**src/pkg/pdcf_pkg.sv**
```systemverilog
// constants and types for the pwm dead-time, carrier and fault output stage
`default_nettype none
package pdcf_pkg;
	// register word addresses on the plain port
	localparam int unsigned AW = 8;
	localparam logic [7:0] DT_CFG_ADDR = 8'h00;
	localparam logic [7:0] FALL_DLY_ADDR = 8'h04;
	localparam logic [7:0] RISE_DLY_ADDR = 8'h08;
	localparam logic [7:0] CHOP_CFG_ADDR = 8'h0c;
	localparam logic [7:0] FH_CFG_ADDR = 8'h10;
	localparam logic [7:0] FH_ACT_ADDR = 8'h14;
	localparam logic [7:0] STATUS_ADDR = 8'h18;

	// dead-time switch positions inside dt_cfg
	localparam int unsigned SW_B_BYPASS = 0;
	localparam int unsigned SW_A_BYPASS = 1;
	localparam int unsigned SW_RISE_INV = 2;
	localparam int unsigned SW_FALL_INV = 3;
	localparam int unsigned SW_RISE_SEL = 4;
	localparam int unsigned SW_FALL_SEL = 5;
	localparam int unsigned SW_A_SWAP = 6;
	localparam int unsigned SW_B_SWAP = 7;
	localparam int unsigned SW_DUAL = 8;
	localparam int unsigned DELAY_CLOCK_SEL_BIT = 9;
	localparam int unsigned DT_CFG_W = 10;

	// chop_config fields
	localparam int unsigned CHOP_EN_BIT = 0;
	localparam int unsigned CHOP_PRE_LSB = 1;
	localparam int unsigned PRE_W = 4;
	localparam int unsigned CHOP_DUTY_LSB = 5;
	localparam int unsigned CHOP_OSW_LSB = 8;
	localparam int unsigned CHOP_CFG_W = 12;
	localparam int unsigned OS_SHIFT = 3;
	localparam int unsigned OS_W = 12;

	// fault handler configuration fields
	localparam int unsigned FH_EN_BIT = 0;
	localparam int unsigned FH_CBC_LSB = 1;
	localparam int unsigned FH_OST_LSB = 4;
	localparam int unsigned FH_REL_BIT = 7;
	localparam int unsigned FH_SWCBC_BIT = 8;
	localparam int unsigned FH_SWOST_BIT = 9;
	localparam int unsigned FH_CLR_BIT = 10;
	localparam int unsigned FH_CFG_W = 11;

	// values after reset
	localparam logic [9:0] DT_CFG_RST = 10'h003;
	localparam logic [15:0] DLY_RST = 16'h0000;
	localparam logic [11:0] CHOP_CFG_RST = 12'h000;
	localparam logic [10:0] FH_CFG_RST = 11'h000;
	localparam logic [15:0] FH_ACT_RST = 16'h0000;

	// forcing action per output and direction
	typedef enum logic [1:0] {
		PDCF_ACT_NONE = 2'b00,
		PDCF_ACT_LOW = 2'b01,
		PDCF_ACT_HIGH = 2'b10,
		PDCF_ACT_TOGGLE = 2'b11
	} pdcf_act_e;
endpackage
`default_nettype wire

```
**src/rtl/pdcf_top.sv**
```systemverilog
// dead-time generator, carrier chopper and fault handler of one pwm operator
//
// The strobed register port and the register addresses are this design's own decisions.
`timescale 1ns/100ps
`default_nettype none

// one edge delay: holds the chosen edge back by value ticks, other edge passes
module pdcf_edge_delay #(
	parameter bit FALL = 1'b0,
	parameter int W = 16
) (
	// clock and reset
	input wire logic core_clk,
	input wire logic nrst,
	// signal, tick and delay
	input wire logic x,
	input wire logic tick,
	input wire logic [W-1:0] value,
	output logic y
);
	logic s;
	logic done;
	logic [W-1:0] cnt;

	// work on the rising form of the signal; a fall delay inverts in and out
	assign s = x ^ FALL;
	assign done = cnt >= value;
	assign y = (s & done) ^ FALL;

	// tick count since the delayed edge
	always_ff @(posedge core_clk or negedge nrst) begin
		if (!nrst) begin
			cnt <= '0;
		end else if (!s) begin
			cnt <= '0;
		end else if (!done && tick) begin
			cnt <= cnt + 1'b1;
		end
	end
endmodule

// Overview of operation
// - both bypass switches set pass both generator outputs unchanged.
// - no bypass, rise invert 0, fall invert 1 gives high complementary mode.
// - no bypass, rise invert 1, fall invert 0 gives low complementary mode.
// - no bypass, both inverts 0 is both-high, both 1 is both-low.
// - only A bypassed: A passes, B is A with falling delay.
// - only B bypassed: A is A with rising delay, B passes.
// - separate 16-bit rising and falling delay values, set independently.
// - delays count delay_clock periods, chosen from operator or timer clock.
// - carrier from prescaled operator clock; enable off passes signals unchopped.
// - first pulse lasts 8 x (prescale+1) x (width+1) operator clocks.
// - after the first pulse the high phase is chopped at carrier rate.
// - sustaining pulse duty is the three-bit duty field over 8.
// - each of three fault levels selects per-cycle, latched or no trip.
// - per-cycle trip forces each output high, low, toggle or none.
// - per-cycle forcing ends at the chosen zero or period point.
// - latched trip applies its per-output, per-direction action at once.
// - latched forcing persists until software toggles the clear control or disables fault handling.
// - status shows per-cycle and latched trip activity.
// - each fault raises its own per-cycle or latched event, only when selected for that trip.
// - software can force a trip; whole fault handling can be disabled.
// - nine switches steer the dead-time stage.
module pdcf_top (
	// clock and reset
	input wire logic core_clk,
	input wire logic nrst,
	// register port
	input wire logic [7:0] addr,
	input wire logic [31:0] wdata,
	input wire logic wr,
	input wire logic rd,
	output logic [31:0] rdata,
	// generator outputs and timer state
	input wire logic gen_a,
	input wire logic gen_b,
	input wire logic timer_up,
	input wire logic timer_at_zero,
	input wire logic timer_at_period,
	input wire logic timer_clock,
	// fault pins
	input wire logic fault_in_0,
	input wire logic fault_in_1,
	input wire logic fault_in_2,
	// driven outputs and events
	output logic operator_out_a,
	output logic operator_out_b,
	output logic per_cycle_trip_active,
	output logic latched_trip_active,
	output logic [2:0] per_cycle_event,
	output logic [2:0] latched_event
);
	logic [9:0] dt_cfg;
	logic [15:0] rise_delay_value;
	logic [15:0] fall_delay_value;
	logic [11:0] chop_config;
	logic [10:0] fh_cfg;
	logic [15:0] fh_act;
	logic sw_latched_pulse;
	logic clr_q;
	logic clr_tgl;
	logic [3:0] sync1;
	logic [3:0] sync2;
	logic [3:0] sync3;
	logic [3:0] lvl;
	logic tclk_q;
	logic dt_tick;
	logic [2:0] flt;
	logic [2:0] flt_q;
	logic [8:0] sw;
	logic red_in;
	logic fed_in;
	logic red_raw;
	logic fed_raw;
	logic a_dt;
	logic b_dt;
	logic [1:0] chop_in;
	logic [1:0] chop_out;
	logic [1:0] chop_q;
	logic chop_enable;
	logic [3:0] chop_prescale;
	logic [2:0] chop_duty;
	logic [3:0] first_pulse_width;
	logic [3:0] pre_cnt;
	logic [2:0] phase;
	logic chop_tick;
	logic carrier;
	logic [9:0] os_mult;
	logic [11:0] os_load;
	logic [11:0] os_left [2];
	logic fh_en;
	logic [2:0] per_cycle_src;
	logic [2:0] latched_src;
	logic per_cycle_hit;
	logic latched_hit;
	logic release_evt;
	logic per_cycle_on;
	logic latched_on;
	logic trip_now;
	logic [1:0] tog_lvl;
	logic [1:0] next_out;

	// register writes; the latched force bit acts only as a write pulse
	always_ff @(posedge core_clk or negedge nrst) begin
		if (!nrst) begin
			dt_cfg <= pdcf_pkg::DT_CFG_RST;
			fall_delay_value <= pdcf_pkg::DLY_RST;
			rise_delay_value <= pdcf_pkg::DLY_RST;
			chop_config <= pdcf_pkg::CHOP_CFG_RST;
			fh_cfg <= pdcf_pkg::FH_CFG_RST;
			fh_act <= pdcf_pkg::FH_ACT_RST;
		end else if (wr) begin
			case (addr)
				pdcf_pkg::DT_CFG_ADDR: dt_cfg <= wdata[9:0];
				pdcf_pkg::FALL_DLY_ADDR: fall_delay_value <= wdata[15:0];
				pdcf_pkg::RISE_DLY_ADDR: rise_delay_value <= wdata[15:0];
				pdcf_pkg::CHOP_CFG_ADDR: chop_config <= wdata[11:0];
				pdcf_pkg::FH_CFG_ADDR: fh_cfg <= wdata[10:0];
				pdcf_pkg::FH_ACT_ADDR: fh_act <= wdata[15:0];
				default: ;
			endcase
		end
	end
	assign sw_latched_pulse = wr && addr == pdcf_pkg::FH_CFG_ADDR
		&& wdata[pdcf_pkg::FH_SWOST_BIT];

	// read data one cycle after the strobe, zero for unmapped words
	always_ff @(posedge core_clk or negedge nrst) begin
		if (!nrst) begin
			rdata <= '0;
		end else begin
			rdata <= '0;
			if (rd) begin
				case (addr)
					pdcf_pkg::DT_CFG_ADDR: rdata <= {22'h0, dt_cfg};
					pdcf_pkg::FALL_DLY_ADDR: rdata <= {16'h0, fall_delay_value};
					pdcf_pkg::RISE_DLY_ADDR: rdata <= {16'h0, rise_delay_value};
					pdcf_pkg::CHOP_CFG_ADDR: rdata <= {20'h0, chop_config};
					pdcf_pkg::FH_CFG_ADDR: rdata <= {21'h0, fh_cfg};
					pdcf_pkg::FH_ACT_ADDR: rdata <= {16'h0, fh_act};
					pdcf_pkg::STATUS_ADDR: rdata <= {27'h0, flt, latched_on, per_cycle_on};
					default: rdata <= '0;
				endcase
			end
		end
	end

	// three-stage sync of timer clock and faults; a change counts once the
	// second and third stages agree, which filters one-cycle pad glitches
	always_ff @(posedge core_clk or negedge nrst) begin
		if (!nrst) begin
			sync1 <= '0;
			sync2 <= '0;
			sync3 <= '0;
			lvl <= '0;
			tclk_q <= 1'b0;
			flt_q <= '0;
		end else begin
			sync1 <= {fault_in_2, fault_in_1, fault_in_0, timer_clock};
			sync2 <= sync1;
			sync3 <= sync2;
			lvl <= (sync2 & sync3) | (lvl & (sync2 ^ sync3));
			tclk_q <= lvl[0];
			flt_q <= flt;
		end
	end
	assign flt = lvl[3:1];

	// delay clock: every operator clock, or each rising timer_clock edge
	assign dt_tick = dt_cfg[pdcf_pkg::DELAY_CLOCK_SEL_BIT] ? (lvl[0] & ~tclk_q) : 1'b1;

	// dead-time path; all nine switches steer the stage
	assign sw = dt_cfg[8:0];
	assign red_in = sw[pdcf_pkg::SW_RISE_SEL] ? gen_b : gen_a;
	assign fed_in = sw[pdcf_pkg::SW_DUAL] ? red_raw
		: (sw[pdcf_pkg::SW_FALL_SEL] ? gen_b : gen_a);

	pdcf_edge_delay #(.FALL(1'b0), .W(16)) u_rise (
		.core_clk(core_clk),
		.nrst(nrst),
		.x(red_in),
		.tick(dt_tick),
		.value(rise_delay_value),
		.y(red_raw)
	);

	pdcf_edge_delay #(.FALL(1'b1), .W(16)) u_fall (
		.core_clk(core_clk),
		.nrst(nrst),
		.x(fed_in),
		.tick(dt_tick),
		.value(fall_delay_value),
		.y(fed_raw)
	);

	// bypass, polarity and swap selection
	assign a_dt = sw[pdcf_pkg::SW_A_BYPASS] ? gen_a
		: (red_raw ^ sw[pdcf_pkg::SW_RISE_INV]);
	assign b_dt = sw[pdcf_pkg::SW_B_BYPASS] ? gen_b
		: (fed_raw ^ sw[pdcf_pkg::SW_FALL_INV]);
	assign chop_in[0] = sw[pdcf_pkg::SW_A_SWAP] ? b_dt : a_dt;
	assign chop_in[1] = sw[pdcf_pkg::SW_B_SWAP] ? a_dt : b_dt;

	// carrier fields
	assign chop_enable = chop_config[pdcf_pkg::CHOP_EN_BIT];
	assign chop_prescale = chop_config[pdcf_pkg::CHOP_PRE_LSB +: pdcf_pkg::PRE_W];
	assign chop_duty = chop_config[pdcf_pkg::CHOP_DUTY_LSB +: 3];
	assign first_pulse_width = chop_config[pdcf_pkg::CHOP_OSW_LSB +: 4];

	// free-running chop clock and eight-step carrier phase
	always_ff @(posedge core_clk or negedge nrst) begin
		if (!nrst) begin
			pre_cnt <= '0;
			phase <= '0;
		end else if (chop_tick) begin
			pre_cnt <= '0;
			phase <= phase + 3'h1;
		end else begin
			pre_cnt <= pre_cnt + 4'h1;
		end
	end
	assign chop_tick = pre_cnt >= chop_prescale;
	assign carrier = phase < chop_duty;

	// first pulse length in operator clocks
	assign os_mult = (10'(chop_prescale) + 10'h1) * (10'(first_pulse_width) + 10'h1);
	assign os_load = 12'(os_mult) << pdcf_pkg::OS_SHIFT;

	// one-shot counters, restarted on every rise of each channel
	always_ff @(posedge core_clk or negedge nrst) begin
		if (!nrst) begin
			chop_q <= '0;
			os_left[0] <= '0;
			os_left[1] <= '0;
		end else begin
			chop_q <= chop_in;
			for (int i = 0; i < 2; i++) begin
				if (!chop_in[i]) begin
					os_left[i] <= '0;
				end else if (!chop_q[i]) begin
					os_left[i] <= os_load - 12'h1;
				end else if (os_left[i] != '0) begin
					os_left[i] <= os_left[i] - 12'h1;
				end
			end
		end
	end

	// chopped signal; disabled carrier passes the signal as it is
	always_comb begin
		for (int i = 0; i < 2; i++) begin
			chop_out[i] = chop_in[i];
			if (chop_enable) begin
				chop_out[i] = chop_in[i] & (~chop_q[i] | os_left[i] != '0 | carrier);
			end
		end
	end

	// fault event selection
	assign fh_en = fh_cfg[pdcf_pkg::FH_EN_BIT];
	assign per_cycle_src = flt & fh_cfg[pdcf_pkg::FH_CBC_LSB +: 3];
	assign latched_src = flt & fh_cfg[pdcf_pkg::FH_OST_LSB +: 3];
	assign per_cycle_hit = fh_en & ((|per_cycle_src) | fh_cfg[pdcf_pkg::FH_SWCBC_BIT]);
	assign latched_hit = fh_en & ((|latched_src) | sw_latched_pulse);
	assign release_evt = fh_cfg[pdcf_pkg::FH_REL_BIT] ? timer_at_period : timer_at_zero;
	assign clr_tgl = fh_cfg[pdcf_pkg::FH_CLR_BIT] ^ clr_q;

	// trip flags; a new hit wins over release or clear in the same cycle
	always_ff @(posedge core_clk or negedge nrst) begin
		if (!nrst) begin
			per_cycle_on <= 1'b0;
			latched_on <= 1'b0;
			clr_q <= 1'b0;
		end else begin
			clr_q <= fh_cfg[pdcf_pkg::FH_CLR_BIT];
			if (per_cycle_hit) begin
				per_cycle_on <= 1'b1;
			end else if (release_evt || !fh_en) begin
				per_cycle_on <= 1'b0;
			end
			if (latched_hit) begin
				latched_on <= 1'b1;
			end else if (clr_tgl || !fh_en) begin
				latched_on <= 1'b0;
			end
		end
	end
	assign trip_now = per_cycle_hit | per_cycle_on | latched_hit | latched_on;

	// toggle reference: inverse of the level just before the trip began
	always_ff @(posedge core_clk or negedge nrst) begin
		if (!nrst) begin
			tog_lvl <= '0;
		end else if (!(per_cycle_on | latched_on)) begin
			tog_lvl <= ~chop_out;
		end
	end

	// forcing, latched trip over per-cycle; action group {latched, out b, down}
	always_comb begin
		pdcf_pkg::pdcf_act_e act;
		act = pdcf_pkg::PDCF_ACT_NONE;
		for (int k = 0; k < 2; k++) begin
			act = pdcf_pkg::pdcf_act_e'(fh_act[{(latched_hit | latched_on),
				1'(k), ~timer_up, 1'b0} +: 2]);
			next_out[k] = chop_out[k];
			if (trip_now) begin
				case (act)
					pdcf_pkg::PDCF_ACT_LOW: next_out[k] = 1'b0;
					pdcf_pkg::PDCF_ACT_HIGH: next_out[k] = 1'b1;
					pdcf_pkg::PDCF_ACT_TOGGLE: next_out[k] = (per_cycle_on | latched_on)
						? tog_lvl[k] : ~chop_out[k];
					default: next_out[k] = chop_out[k];
				endcase
			end
		end
	end

	// registered outputs and per-fault events on each rising level of a selected fault while enabled
	always_ff @(posedge core_clk or negedge nrst) begin
		if (!nrst) begin
			operator_out_a <= 1'b0;
			operator_out_b <= 1'b0;
			per_cycle_trip_active <= 1'b0;
			latched_trip_active <= 1'b0;
			per_cycle_event <= '0;
			latched_event <= '0;
		end else begin
			operator_out_a <= next_out[0];
			operator_out_b <= next_out[1];
			per_cycle_trip_active <= per_cycle_on;
			latched_trip_active <= latched_on;
			per_cycle_event <= {3{fh_en}} & per_cycle_src & ~flt_q;
			latched_event <= {3{fh_en}} & latched_src & ~flt_q;
		end
	end
endmodule
`default_nettype wire

```
**config.mk**
```make
export PLATFORM = sky130hd
export DESIGN_NAME = pdcf_top
export DESIGN_NICKNAME = d
export VERILOG_FILES = /design/src/pkg/pdcf_pkg.sv /design/src/rtl/pdcf_top.sv
export SDC_FILE = /design/constraint.sdc
export NUM_CORES = 1
export LEC_CHECK = 0
export ABC_AREA = 1
export BUFFER_PORTS_ARGS = -buffer_cell sky130_fd_sc_hd__buf_2
export CORE_MARGIN = 4
export CORE_UTILIZATION = 65
export CTS_BUF_LIST = sky130_fd_sc_hd__clkbuf_8 sky130_fd_sc_hd__clkbuf_16
export DETAILED_ROUTE_END_ITERATION = 12
export PLACE_DENSITY = 0.91
export SYNTH_ARGS = -nofsm -noshare
export SYNTH_HDL_FRONTEND = slang
export SYNTH_SLANG_ARGS = --single-unit
```
**constraint.sdc**
```tcl
create_clock -name core_clk -period 7.5 [get_ports core_clk]
set_input_delay 0.375 -clock core_clk [delete_from_list [all_inputs] [get_ports core_clk]]
set_output_delay 0.375 -clock core_clk [all_outputs]
set_load 0.05 [all_outputs]
```
==> out/results.ini, run 1 <==
[synth]
synth_seq_area_share_pct = 46.0
yosys-top-cells-area = dfrtp_1, nand2_1, ha_1
synth_most_common_cell = nand2_1
yosysTopAreaCell = dfrtp_1
yosys_warnings = 0
ys.flop_type = dfrtp_1
avgSynthCellArea_um2 = 8.40
synthDistinctLibCells = 57
synthCells = 1277
synth_edf_count = 0
synth_seq_cells = 197
synth_common_cells = nand2_1, dfrtp_1, inv_1
netlist_area_um2 = 10700
netlist.area_leader.share_pct = 45.5
synth_async_sr_flop_share_pct = 100

[power]
power_density_nw_per_um2 = 244
ir_drop_mv = 0.183
leakagePower_nw = 5.75

[sta]
post-route-period-util_pct = 61.5
worst_slew_pin_slew_ns = 1.03
relSlewSlack_pct = 31.5
min_period_ns = 4.61
rsz0062_at_grt = false
fin_worst_skew_ns = 0.00965
tns_ns = 0
final_max_slew_viol_count = 0
max_freq_mhz = 217
setup_viol = 0
hold_viol_final = 0

[floorplanning]
die_h_um = 136
die_area_um2 = 18600
core.rowCount = 46
die_width_um = 136
fp.coreArea_um2 = 16000
pin_count = 95
initial_core_util_pct = 67.0

[critical_path]
critPathArrivalTime_ns = 4.97
worstSetupEndpointType = flip-flop
crit_slowest_cell = fa_1
crit_path_max_fanout = 9
critPathLaunchType = flip-flop
r2r_slack_ns = 2.89
r2r_cells = 17
cp.required_ns = 7.86
rr_endpoint = os_left[23]
crit_path_cell_trace = ha_1, inv_1, or2_2, fa_1, fa_1, fa_1, inv_1, ha_1, a21oi_1, nand2_1, xor2_1, nor3_1, nand2_1, nor2_1, xnor2_1, nor2_1, nor3_1
critPathKind = reg -> reg
max_stage_delay_ns = 0.54
cpMostUsedCell = fa_1
r2r_start = chop_config[1]

[grt]
grt_max_degree = 118
antenna_found_initial = 0
grt_pass1_wl_um = 43300
grt_pass1_vias = 8735
grt.total_usage_pct = 29.8
grt-ovfl-total = 0

[clocking]
htreeDepth = 4
clockBufferDepth = 2
clock-sinks = 197
clk_latency_ns = 0.45
postCtsHoldBufs = 0
post_cts_buffers = 0
cts_tree = yes
cts-buffers-inserted = 17
cts_root_buffer = clkbuf_16
clkTransAtPathRegs_ns = 0.07
ctsResizeCount = 0

[placement]
portBuffers = 62
gp_congestion = 0.958
dpl.hpwl_um = 19300

[route]
firstDrtPassIters = 7
drt-total-wl_um = 26800
post_drt_wl_per_cell_um = 17.2
vias_per_cell = 6.00
route.detailed.drc = 0
ant_nets = 0
dr.first_iter.drc_count = 1309
vias = 9359

[finish]
area_growth_pct = 9.23
fin_nets = 1460
diodes = 0
final_util_pct = 73.2
drive_gt1_share_pct = 9.97

[outcome]
status = finished, final reports clean

[run]
cap_violations = 0

[worst_hold_path]
hp-class = in -> async

==> through the flow <==
step	hold WS [ns]	cells	setup WS (ns)	total power, mW	area [um^2]
after global routing	0.0239	1560	2.65	3.01	11700
final	0.00267	1560	2.89	2.86	11700
after global placement	0.333	1528	3.02	1.94	11200
after detailed placement	0.346	1528	2.89	1.97	11200
after floorplan	0.0794	1292	3.25	1.80	10800
after CTS	0.0299	1560	2.87	2.84	11700
==> cells in the final DEF (no fill, tap or decap), types with 37 or more instances in the layout <==
cell	Yosys	layout
nor3_1	37	37
nor2_1	113	113
nand2_1	248	248
a21oi_1	64	64
nand3_1	45	45
ha_1	68	68
dfrtp_1	195	195
inv_1	166	167
buf_2	4	61
o21ai_0	112	112
==> sequential cells by signal, indices dropped and copies added (netlist names), 3 cells and up <==
| signal | flops |
|---|---|
| u_rise.cnt | 16 |
| phase | 3 |
| fall_delay_value | 16 |
| sync3 | 4 |
| fh_act | 16 |
| pre_cnt | 4 |
| sync2 | 4 |
| os_left | 24 |
| sync1 | 4 |
| per_cycle_event | 3 |
| lvl | 4 |
| latched_event | 3 |
| fh_cfg | 11 |
| chop_config | 12 |
| dt_cfg | 10 |
| rise_delay_value | 16 |
| rdata | 16 |
| u_fall.cnt | 16 |
| flt_q | 3 |
==> power by group <==
group	switching, mW	total, mW	internal [mW]
Clock	0.431	0.874	0.443
Sequential	0.0972	1.27	1.17
Combinational	0.474	0.711	0.237
Total	1.00	2.86	1.85
==> layer usage <==
| layer | GRT usage (%) | vias up | share of wire [%] |
|---|---|---|---|
| met4 | 9.85 | 0 | 3.1 |
| met2 | 46.7 | 552 | 46 |
| met5 | 0 | - | 0 |
| met1 | 41.9 | 4412 | 41 |
| li1 | - | 4302 | - |
| met3 | 6.14 | 93 | 9.9 |
==> cells by family (layout without fill, tap and decap cells) <==
family,Yosys count,after routing,synth area share (%)
adders and majority gates,76,76,9.42
xor gates and xnor gates,29,29,2.37
DFF,197,197,46.0
muxes,2,2,0.198
other,1,16,0.0350
AOI/OAI and AO/OA,256,256,13.5
and+or+nand+nor,492,492,20.1
buffers and inverters,224,276,8.45
==> cell type report <==
class,count,area (um^2)
Timing Repair Buffer,65,342
Fill cell,1120,4280
Clock inverter,14,116
Inverter,179,672
Multi-Input combinational cell,871,4940
Sequential cell,197,4930
Clock buffer,18,439
Tap cell,216,270
==> how the worst max path moves through the flow <==
stage	end	slack [ns]	startpoint	depth (start not counted)
3_3_place_gp	os_left[11]	3.02	chop_config[1]	17
2_1_floorplan	os_left[23]	3.25	chop_config[1]	17
4_1_cts	os_left[23]	2.87	chop_config[1]	17
5_1_grt	os_left[23]	2.65	chop_config[1]	17
3_5_place_dp	os_left[23]	2.89	chop_config[1]	17
6_report	os_left[23]	2.89	chop_config[1]	17
==> worst max-delay path, delay by kind of cell, from the launching register on <==
family	cells	cell delay, ns
adders and majority gates	5	2.26
DFF	1	0.49
and+or+nand+nor	7	1.11
xor gates and xnor gates	2	0.36
AOI/OAI and AO/OA	1	0.17
buffers and inverters	2	0.12
(Power assumes the default switching activity.)
==> inputs of run 2 (changes only) <==
--- a/config.mk
+++ b/config.mk
@@ -5,13 +5,13 @@
 export SDC_FILE = /design/constraint.sdc
 export NUM_CORES = 1
 export LEC_CHECK = 0
-export ABC_AREA = 1
+export ABC_AREA = 0
 export BUFFER_PORTS_ARGS = -buffer_cell sky130_fd_sc_hd__buf_2
 export CORE_MARGIN = 4
-export CORE_UTILIZATION = 65
+export CORE_UTILIZATION = 60
 export CTS_BUF_LIST = sky130_fd_sc_hd__clkbuf_8 sky130_fd_sc_hd__clkbuf_16
 export DETAILED_ROUTE_END_ITERATION = 12
-export PLACE_DENSITY = 0.91
+export PLACE_DENSITY = 0.85
 export SYNTH_ARGS = -nofsm -noshare
 export SYNTH_HDL_FRONTEND = slang
 export SYNTH_SLANG_ARGS = --single-unit
==> constraint.sdc (replaced) <==
create_clock -name core_clk -period 4.48 [get_ports core_clk]
set_input_delay 0.224 -clock core_clk [delete_from_list [all_inputs] [get_ports core_clk]]
set_output_delay 0.224 -clock core_clk [all_outputs]
set_load 0.05 [all_outputs]
==> run 2 against run 1 <==
Compared with the run above:
- power increased by 74%
- wire length grew 0.23%
- critical path depth down 1
- worst hold slack better by 0.035 ns
- first-iteration DRC count is 54% lower
- clock skew grew 0.0020 ns
- sequential power grew 72%
- combinational power grew 70%
- clock power rose by 78%
- global-route usage is 2.3 points lower
- sequential share of layout area shrank 1.1 points
- non-clock buffer count is 24 higher
- critical endpoint is now os_left[11]
==> out/results.ini, run 2 <==
[placement]
place_ws_ns = -0.0368  ; -2.92 ns
portBuffers = 62  ; unchanged
gp_congestion = 0.954  ; -0.47%
dpl.hpwl_um = 18800  ; -2.3%

[synth]
yosys-top-cells-area = dfrtp_1, ha_1, mux2_2
synth_seq_area_share_pct = 45.8  ; -0.14 points
ys.flop_type = dfrtp_1
avgSynthCellArea_um2 = 10.4  ; +24%
synth_async_sr_flop_share_pct = 100  ; unchanged
netlist_area_um2 = 10800  ; +0.30%
synthDistinctLibCells = 70  ; +23%
yosys_warnings = 0  ; unchanged
synth_most_common_cell = dfrtp_1
synth_seq_cells = 197  ; unchanged
synth_edf_count = 0  ; unchanged
synthCells = 1035  ; -19%
netlist.area_leader.share_pct = 45.4  ; -0.14 points
synth_common_cells = dfrtp_1, nor2_1, inv_1
yosysTopAreaCell = dfrtp_1

[critical_path]
crit_path_max_fanout = 3  ; -6
critPathArrivalTime_ns = 4.66  ; -0.31 ns
cp.required_ns = 4.83  ; -3.03 ns
critPathKind = reg -> reg
worstSetupEndpointType = flip-flop
critPathLaunchType = flip-flop

[grt]
grt-ovfl-total = 0  ; unchanged
grt_max_degree = 106  ; -10%
antenna_found_initial = 1  ; +1
grt_pass1_vias = 8329  ; -4.6%
grt.total_usage_pct = 27.5  ; -2.3 points
grt_pass1_wl_um = 43500  ; +0.51%

[run]
cap_violations = 0  ; unchanged

[clocking]
clock-sinks = 197  ; unchanged
clkTransAtPathRegs_ns = 0.08  ; about the same
clockBufferDepth = 2  ; unchanged
cts_root_buffer = clkbuf_16
clk_latency_ns = 0.44  ; about the same
cts_tree = yes
htreeDepth = 4  ; unchanged
cts-buffers-inserted = 17  ; unchanged

[power]
swShare_pct = 33.3  ; -1.8 points
ir_drop_mv = 0.482  ; +160%
intPower_mw = 3.31  ; +78%
power_frac_comb_pct = 24.3  ; -0.6 points
finalPower_mw = 4.96  ; +74%
leakagePower_nw = 5.83  ; +1.4%
clkPwrFrac_pct = 31.5  ; +0.9 points
seqPwrFrac_pct = 44.2  ; -0.3 points
p_switching_mw = 1.65  ; +65%
power_density_nw_per_um2 = 412  ; +69%

[route]
drt-total-wl_um = 26900  ; +0.23%
vias = 8245  ; -12%
vias_per_cell = 6.10  ; +1.7%
route.detailed.drc = 0  ; unchanged
ant_nets = 0  ; unchanged
dr.first_iter.drc_count = 604  ; -54%
firstDrtPassIters = 5  ; -2
post_drt_wl_per_cell_um = 19.9  ; +16%

[sta]
relSlewSlack_pct = 42.3  ; +11 points
max_freq_mhz = 232  ; +7.0%
setup_viol = 0  ; unchanged
worst_slack_ns = 0.170  ; -2.72 ns
post-route-period-util_pct = 96.2  ; +35 points
worst_slew_pin_slew_ns = 0.865  ; -0.162 ns
rsz0062_at_grt = false
hold_viol_final = 0  ; unchanged
min_period_ns = 4.31  ; -0.303 ns
fin_worst_skew_ns = 0.0116  ; +0.00199 ns
holdWs_ns = 0.0379  ; +0.0353 ns
final_max_slew_viol_count = 0  ; unchanged

[floorplanning]
pin_count = 95  ; unchanged
core.rowCount = 48  ; +4.3%
initial_core_util_pct = 61.8  ; -5.3 points
die_h_um = 142  ; +4.0%
die_width_um = 142  ; +4.0%
die_area_um2 = 20100  ; +8.1%
fp.coreArea_um2 = 17400  ; +8.9%

[finish]
fin_nets = 1242  ; -15%
largest_reg_flops = 24  ; unchanged
drive_gt1_share_pct = 19.4  ; +9.4 points
final_common_cell = dfrtp_1
area_growth_pct = 11.8
fill_cells = 1235  ; +10%
top_register = os_left
final-seq-area_um2 = 4930  ; unchanged
mostFrequentLayoutCells = dfrtp_1, nor2_1, inv_1, mux2_2, ha_1
multiInputGateArea_um2 = 5410  ; +9.4%

[outcome]
status = finished, final reports clean

[worst_hold_path]
hp-class = in -> reg

run 2: routing by layer:
metal  track usage (%)  vias to the layer above  share of wire, %
li1                  -                     3742                 -
met1              36.1                     4041                40
met2              45.0                      383                49
met3              5.29                       79               6.8
met4              11.9                        0               4.1
met5                 0                        -                 0
run 2: what timing repair did:
item | CTS | global route
endpoints found under the setup margin | 2 | 6
resized for setup | 2 | 4
pin swaps | 0 | 3
endpoints found under the hold margin | 107 | 0
cloned | 0 | 0
hold buffers | 5 | 0
buffers inserted | 0 | 1
run 2: worst max-delay path, cell delays in order (launching register included):
cell and delay, ns:
dfrtp_1 0.38, ha_1 0.23, xnor2_1 0.15, or2_2 0.31, fa_1 0.46, fa_1 0.51
fa_1 0.54, inv_1 0.07, ha_4 0.26, a21o_1 0.20, a21oi_2 0.19, o21bai_1 0.09
a21oi_1 0.20, xnor2_1 0.20, xnor2_2 0.16, nor2_1 0.07, a211oi_2 0.22
run 2: cells by family (layout without fill, tap and decap cells):
kind of cell	after synthesis	after routing	share of synthesized area, %
buf+inv	119	194	4.83
fa+ha+maj	76	76	9.40
other cells	1	17	0.0349
simple gates	312	312	13.7
flops	197	197	45.8
compound gates	167	167	10.5
xor+xnor	65	65	5.29
mux	98	98	10.4
run 2: per-stage QoR:
| stage | instance area [um^2] | cells | utilization [%] | setup TNS [ns] |
|---|---|---|---|---|
| global placement | 11300 | 1313 | 65.1 | 0 |
| detailed placement | 11300 | 1313 | 65.1 | -0.0507 |
| CTS | 12000 | 1349 | 68.9 | 0 |
| global route | 12000 | 1351 | 69.1 | 0 |
| finish | 12000 | 1351 | 69.1 | 0 |
| floorplan | 10800 | 1050 | - | 0 |
run 2: worst paths after layout:
path	start	slack (ns)	endpoint	depth (start not counted)
max	chop_config[1]	0.17	os_left[11]	16
min	wdata[13]	0.04	fall_delay_value[13]	3
max reg2reg	chop_config[1]	0.17	os_left[11]	16
min reg2reg	sync1[0]	0.35	sync2[0]	0
max in group asynchronous	nrst	2.80	sync1[0]	3
min in group asynchronous	nrst	0.43	os_left[1]	2
run 2: power groups by stage:
stage / Sequential, mW / Clock (mW) / Combinational (mW)
5_1_grt: 2.22 / 1.66 / 1.35
3_3_place_gp: 2.20 / 0 / 1.12
6_report: 2.19 / 1.56 / 1.21
2_1_floorplan: 2.18 / 0 / 0.893
4_1_cts: 2.19 / 1.58 / 1.20
3_5_place_dp: 2.21 / 0 / 1.17
run 2: layout make-up:
class / instances / area share [%]
Timing Repair Buffer: 89 / 4.44
Clock buffer: 17 / 3.54
Clock inverter: 14 / 1.42
Antenna cell: 1 / 0.0208
Inverter: 74 / 2.31
Multi-Input combinational cell: 734 / 44.9
Tap cell: 225 / 2.34
Sequential cell: 197 / 41.0
==> inputs of run 3 (changes only) <==
--- a/config.mk
+++ b/config.mk
@@ -7,11 +7,13 @@
 export LEC_CHECK = 0
 export ABC_AREA = 0
 export BUFFER_PORTS_ARGS = -buffer_cell sky130_fd_sc_hd__buf_2
+export CORE_ASPECT_RATIO = 0.6
 export CORE_MARGIN = 4
 export CORE_UTILIZATION = 60
 export CTS_BUF_LIST = sky130_fd_sc_hd__clkbuf_8 sky130_fd_sc_hd__clkbuf_16
 export DETAILED_ROUTE_END_ITERATION = 12
 export PLACE_DENSITY = 0.85
+export REMOVE_ABC_BUFFERS = 1
 export SYNTH_ARGS = -nofsm -noshare
 export SYNTH_HDL_FRONTEND = slang
 export SYNTH_SLANG_ARGS = --single-unit
==> run 3 against run 2 <==
Compared with the run above:
- maximum frequency shrank 1.2%
- register-to-register slack lost 0.05 ns
- via count grew 1.4%
- global-route usage grew 0.36 points
- sequential share of layout area shrank 0.16 points
- largest cell class unchanged
- highest routed layer unchanged
==> out/results.ini, run 3 (synthesized netlist as in run 2, its figures left out) <==
[grt]
grt_pass1_vias = 8338  ; +0.11%
grt-ovfl-total = 0  ; unchanged
grt.total_usage_pct = 27.9  ; +0.36 points
antenna_found_initial = 0  ; -1
grt_max_degree = 118  ; +11%
grt_pass1_wl_um = 44600  ; +2.5%

[critical_path]
cpMostUsedCell = fa_1
crit_path_cell_trace = ha_2, xnor2_2, or2_2, fa_1, fa_1, fa_1, inv_1, ha_4, a21o_1, a21o_1, a311oi_2, nand2_1, xnor2_2, nor2_1, a211oi_2
cp.required_ns = 4.84  ; about the same
critPathLaunchType = flip-flop
critPathArrivalTime_ns = 4.72  ; +0.06 ns
critPathKind = reg -> reg
max_stage_delay_ns = 0.54  ; about the same
crit_path_max_fanout = 3  ; unchanged
crit_slowest_cell = fa_1
worstSetupEndpointType = flip-flop

[finish]
fin_nets = 1242  ; unchanged
final_util_pct = 69.6  ; +0.49 points
largest_reg_flops = 24  ; unchanged
top_register = os_left
stdcell_count = 1360  ; +0.67%
final_common_cell = dfrtp_1
area_growth_pct = 12.3
drive_gt1_share_pct = 19.6  ; +0.25 points
fin_area_um2 = 12100  ; +0.38%
diodes = 0  ; -1
mostFrequentLayoutCells = dfrtp_1, nor2_1, inv_1, mux2_2, ha_1
fill_cells = 1216  ; -1.5%

[route]
dr.first_iter.drc_count = 986  ; +63%
ant_nets = 0  ; unchanged
firstDrtPassIters = 8  ; +3
vias_per_cell = 6.15  ; +0.75%
post_drt_wl_per_cell_um = 20.5  ; +2.9%
vias = 8362  ; +1.4%
drt-total-wl_um = 27800  ; +3.6%
route.detailed.drc = 0  ; unchanged

[floorplanning]
die_width_um = 181  ; +27%
pin_count = 95  ; unchanged
die_h_um = 112  ; -21%
core.rowCount = 37  ; -23%
initial_core_util_pct = 62.0  ; +0.20 points
fp.coreArea_um2 = 17400  ; -0.32%
die_area_um2 = 20200  ; +0.35%

[clocking]
htreeDepth = 4  ; unchanged
clk_latency_ns = 0.45  ; about the same
clock-sinks = 197  ; unchanged
cts_tree = yes
clkTransAtPathRegs_ns = 0.08  ; about the same
cts_root_buffer = clkbuf_16
post_cts_buffers = 0  ; unchanged
cts-buffers-inserted = 17  ; unchanged
clockBufferDepth = 2  ; unchanged

[sta]
holdWs_ns = 0.0233  ; -0.0146 ns
worst_slack_ns = 0.116  ; -0.0538 ns
relSlewSlack_pct = 38.1  ; -4.3 points
hold_viol_final = 0  ; unchanged
post-route-period-util_pct = 97.4  ; +1.2 points
tns_ns = 0  ; unchanged
final_max_slew_viol_count = 0  ; unchanged
fin_worst_skew_ns = 0.0140  ; +0.00236 ns
worst_slew_pin_slew_ns = 0.929  ; +0.0641 ns
min_period_ns = 4.36  ; +0.0538 ns
rsz0062_at_grt = true
max_freq_mhz = 229  ; -1.2%
setup_viol = 0  ; unchanged

[placement]
gp_congestion = 0.948  ; -0.56%
portBuffers = 62  ; unchanged
place_ws_ns = -0.0561  ; -0.0192 ns
dpl.hpwl_um = 19400  ; +2.9%
dpl_cell_area_um2 = 11400  ; +0.28%
place_inst = 1323  ; +0.76%

[power]
ir_drop_mv = 0.291  ; -40%
leakagePower_nw = 5.84  ; +0.22%
power_density_nw_per_um2 = 413  ; +0.26%
finalPower_mw = 4.99  ; +0.65%

[worst_hold_path]
hp-class = in -> reg

[run]
cap_violations = 0  ; unchanged

[outcome]
status = finished, final reports clean

[run 3: final timing paths]
kind,startpoint,end,slack [ns],depth (start not counted)
max,chop_config[1],os_left[23],0.12,15
min,wdata[15],fall_delay_value[15],0.02,3
max reg2reg,chop_config[1],os_left[23],0.12,15
min reg2reg,sync1[2],sync2[2],0.36,0
max in group asynchronous,nrst,u_fall.cnt[5],3.10,3
min in group asynchronous,nrst,os_left[16],0.44,2
[run 3: final cells by class]
cell class / instances / area [um^2] / area share, %
Clock buffer: 17 / 425 / 3.52
Clock inverter: 15 / 185 / 1.53
Inverter: 74 / 278 / 2.30
Multi-Input combinational cell: 734 / 5420 / 44.9
Sequential cell: 197 / 4930 / 40.8
Tap cell: 234 / 293 / 2.42
Timing Repair Buffer: 89 / 547 / 4.53
[run 3: power breakdown]
group	leakage (nW)	switching, mW	internal, mW
sequential	2.55	0.214	1.98
clock	0.292	0.811	0.760
combinational	3.00	0.740	0.487
[run 3: metal layers]
metal  up-vias  track usage (%)  routed length [um]
met5         -                0                   0
met4         0             7.75                 635
met3        69             9.89                3270
met2       431             40.9               12100
met1      4122             39.6               11800
li1       3740                -                   -
[run 3: critical path, delay by kind of cell, from the launching register on]
kind,cells,cell delay [ns]
xor+xnor,2,0.38
buf+inv,1,0.06
fa+ha+maj,5,1.96
compound gates,4,0.90
simple gates,3,0.55
flops,1,0.39
[run 3: timing repair]
item,in CTS,in global routing
endpoints found under the setup margin,2,5
pin swaps,0,8
endpoints found under the hold margin,118,0
hold buffers,5,0
gates resized for setup,4,4
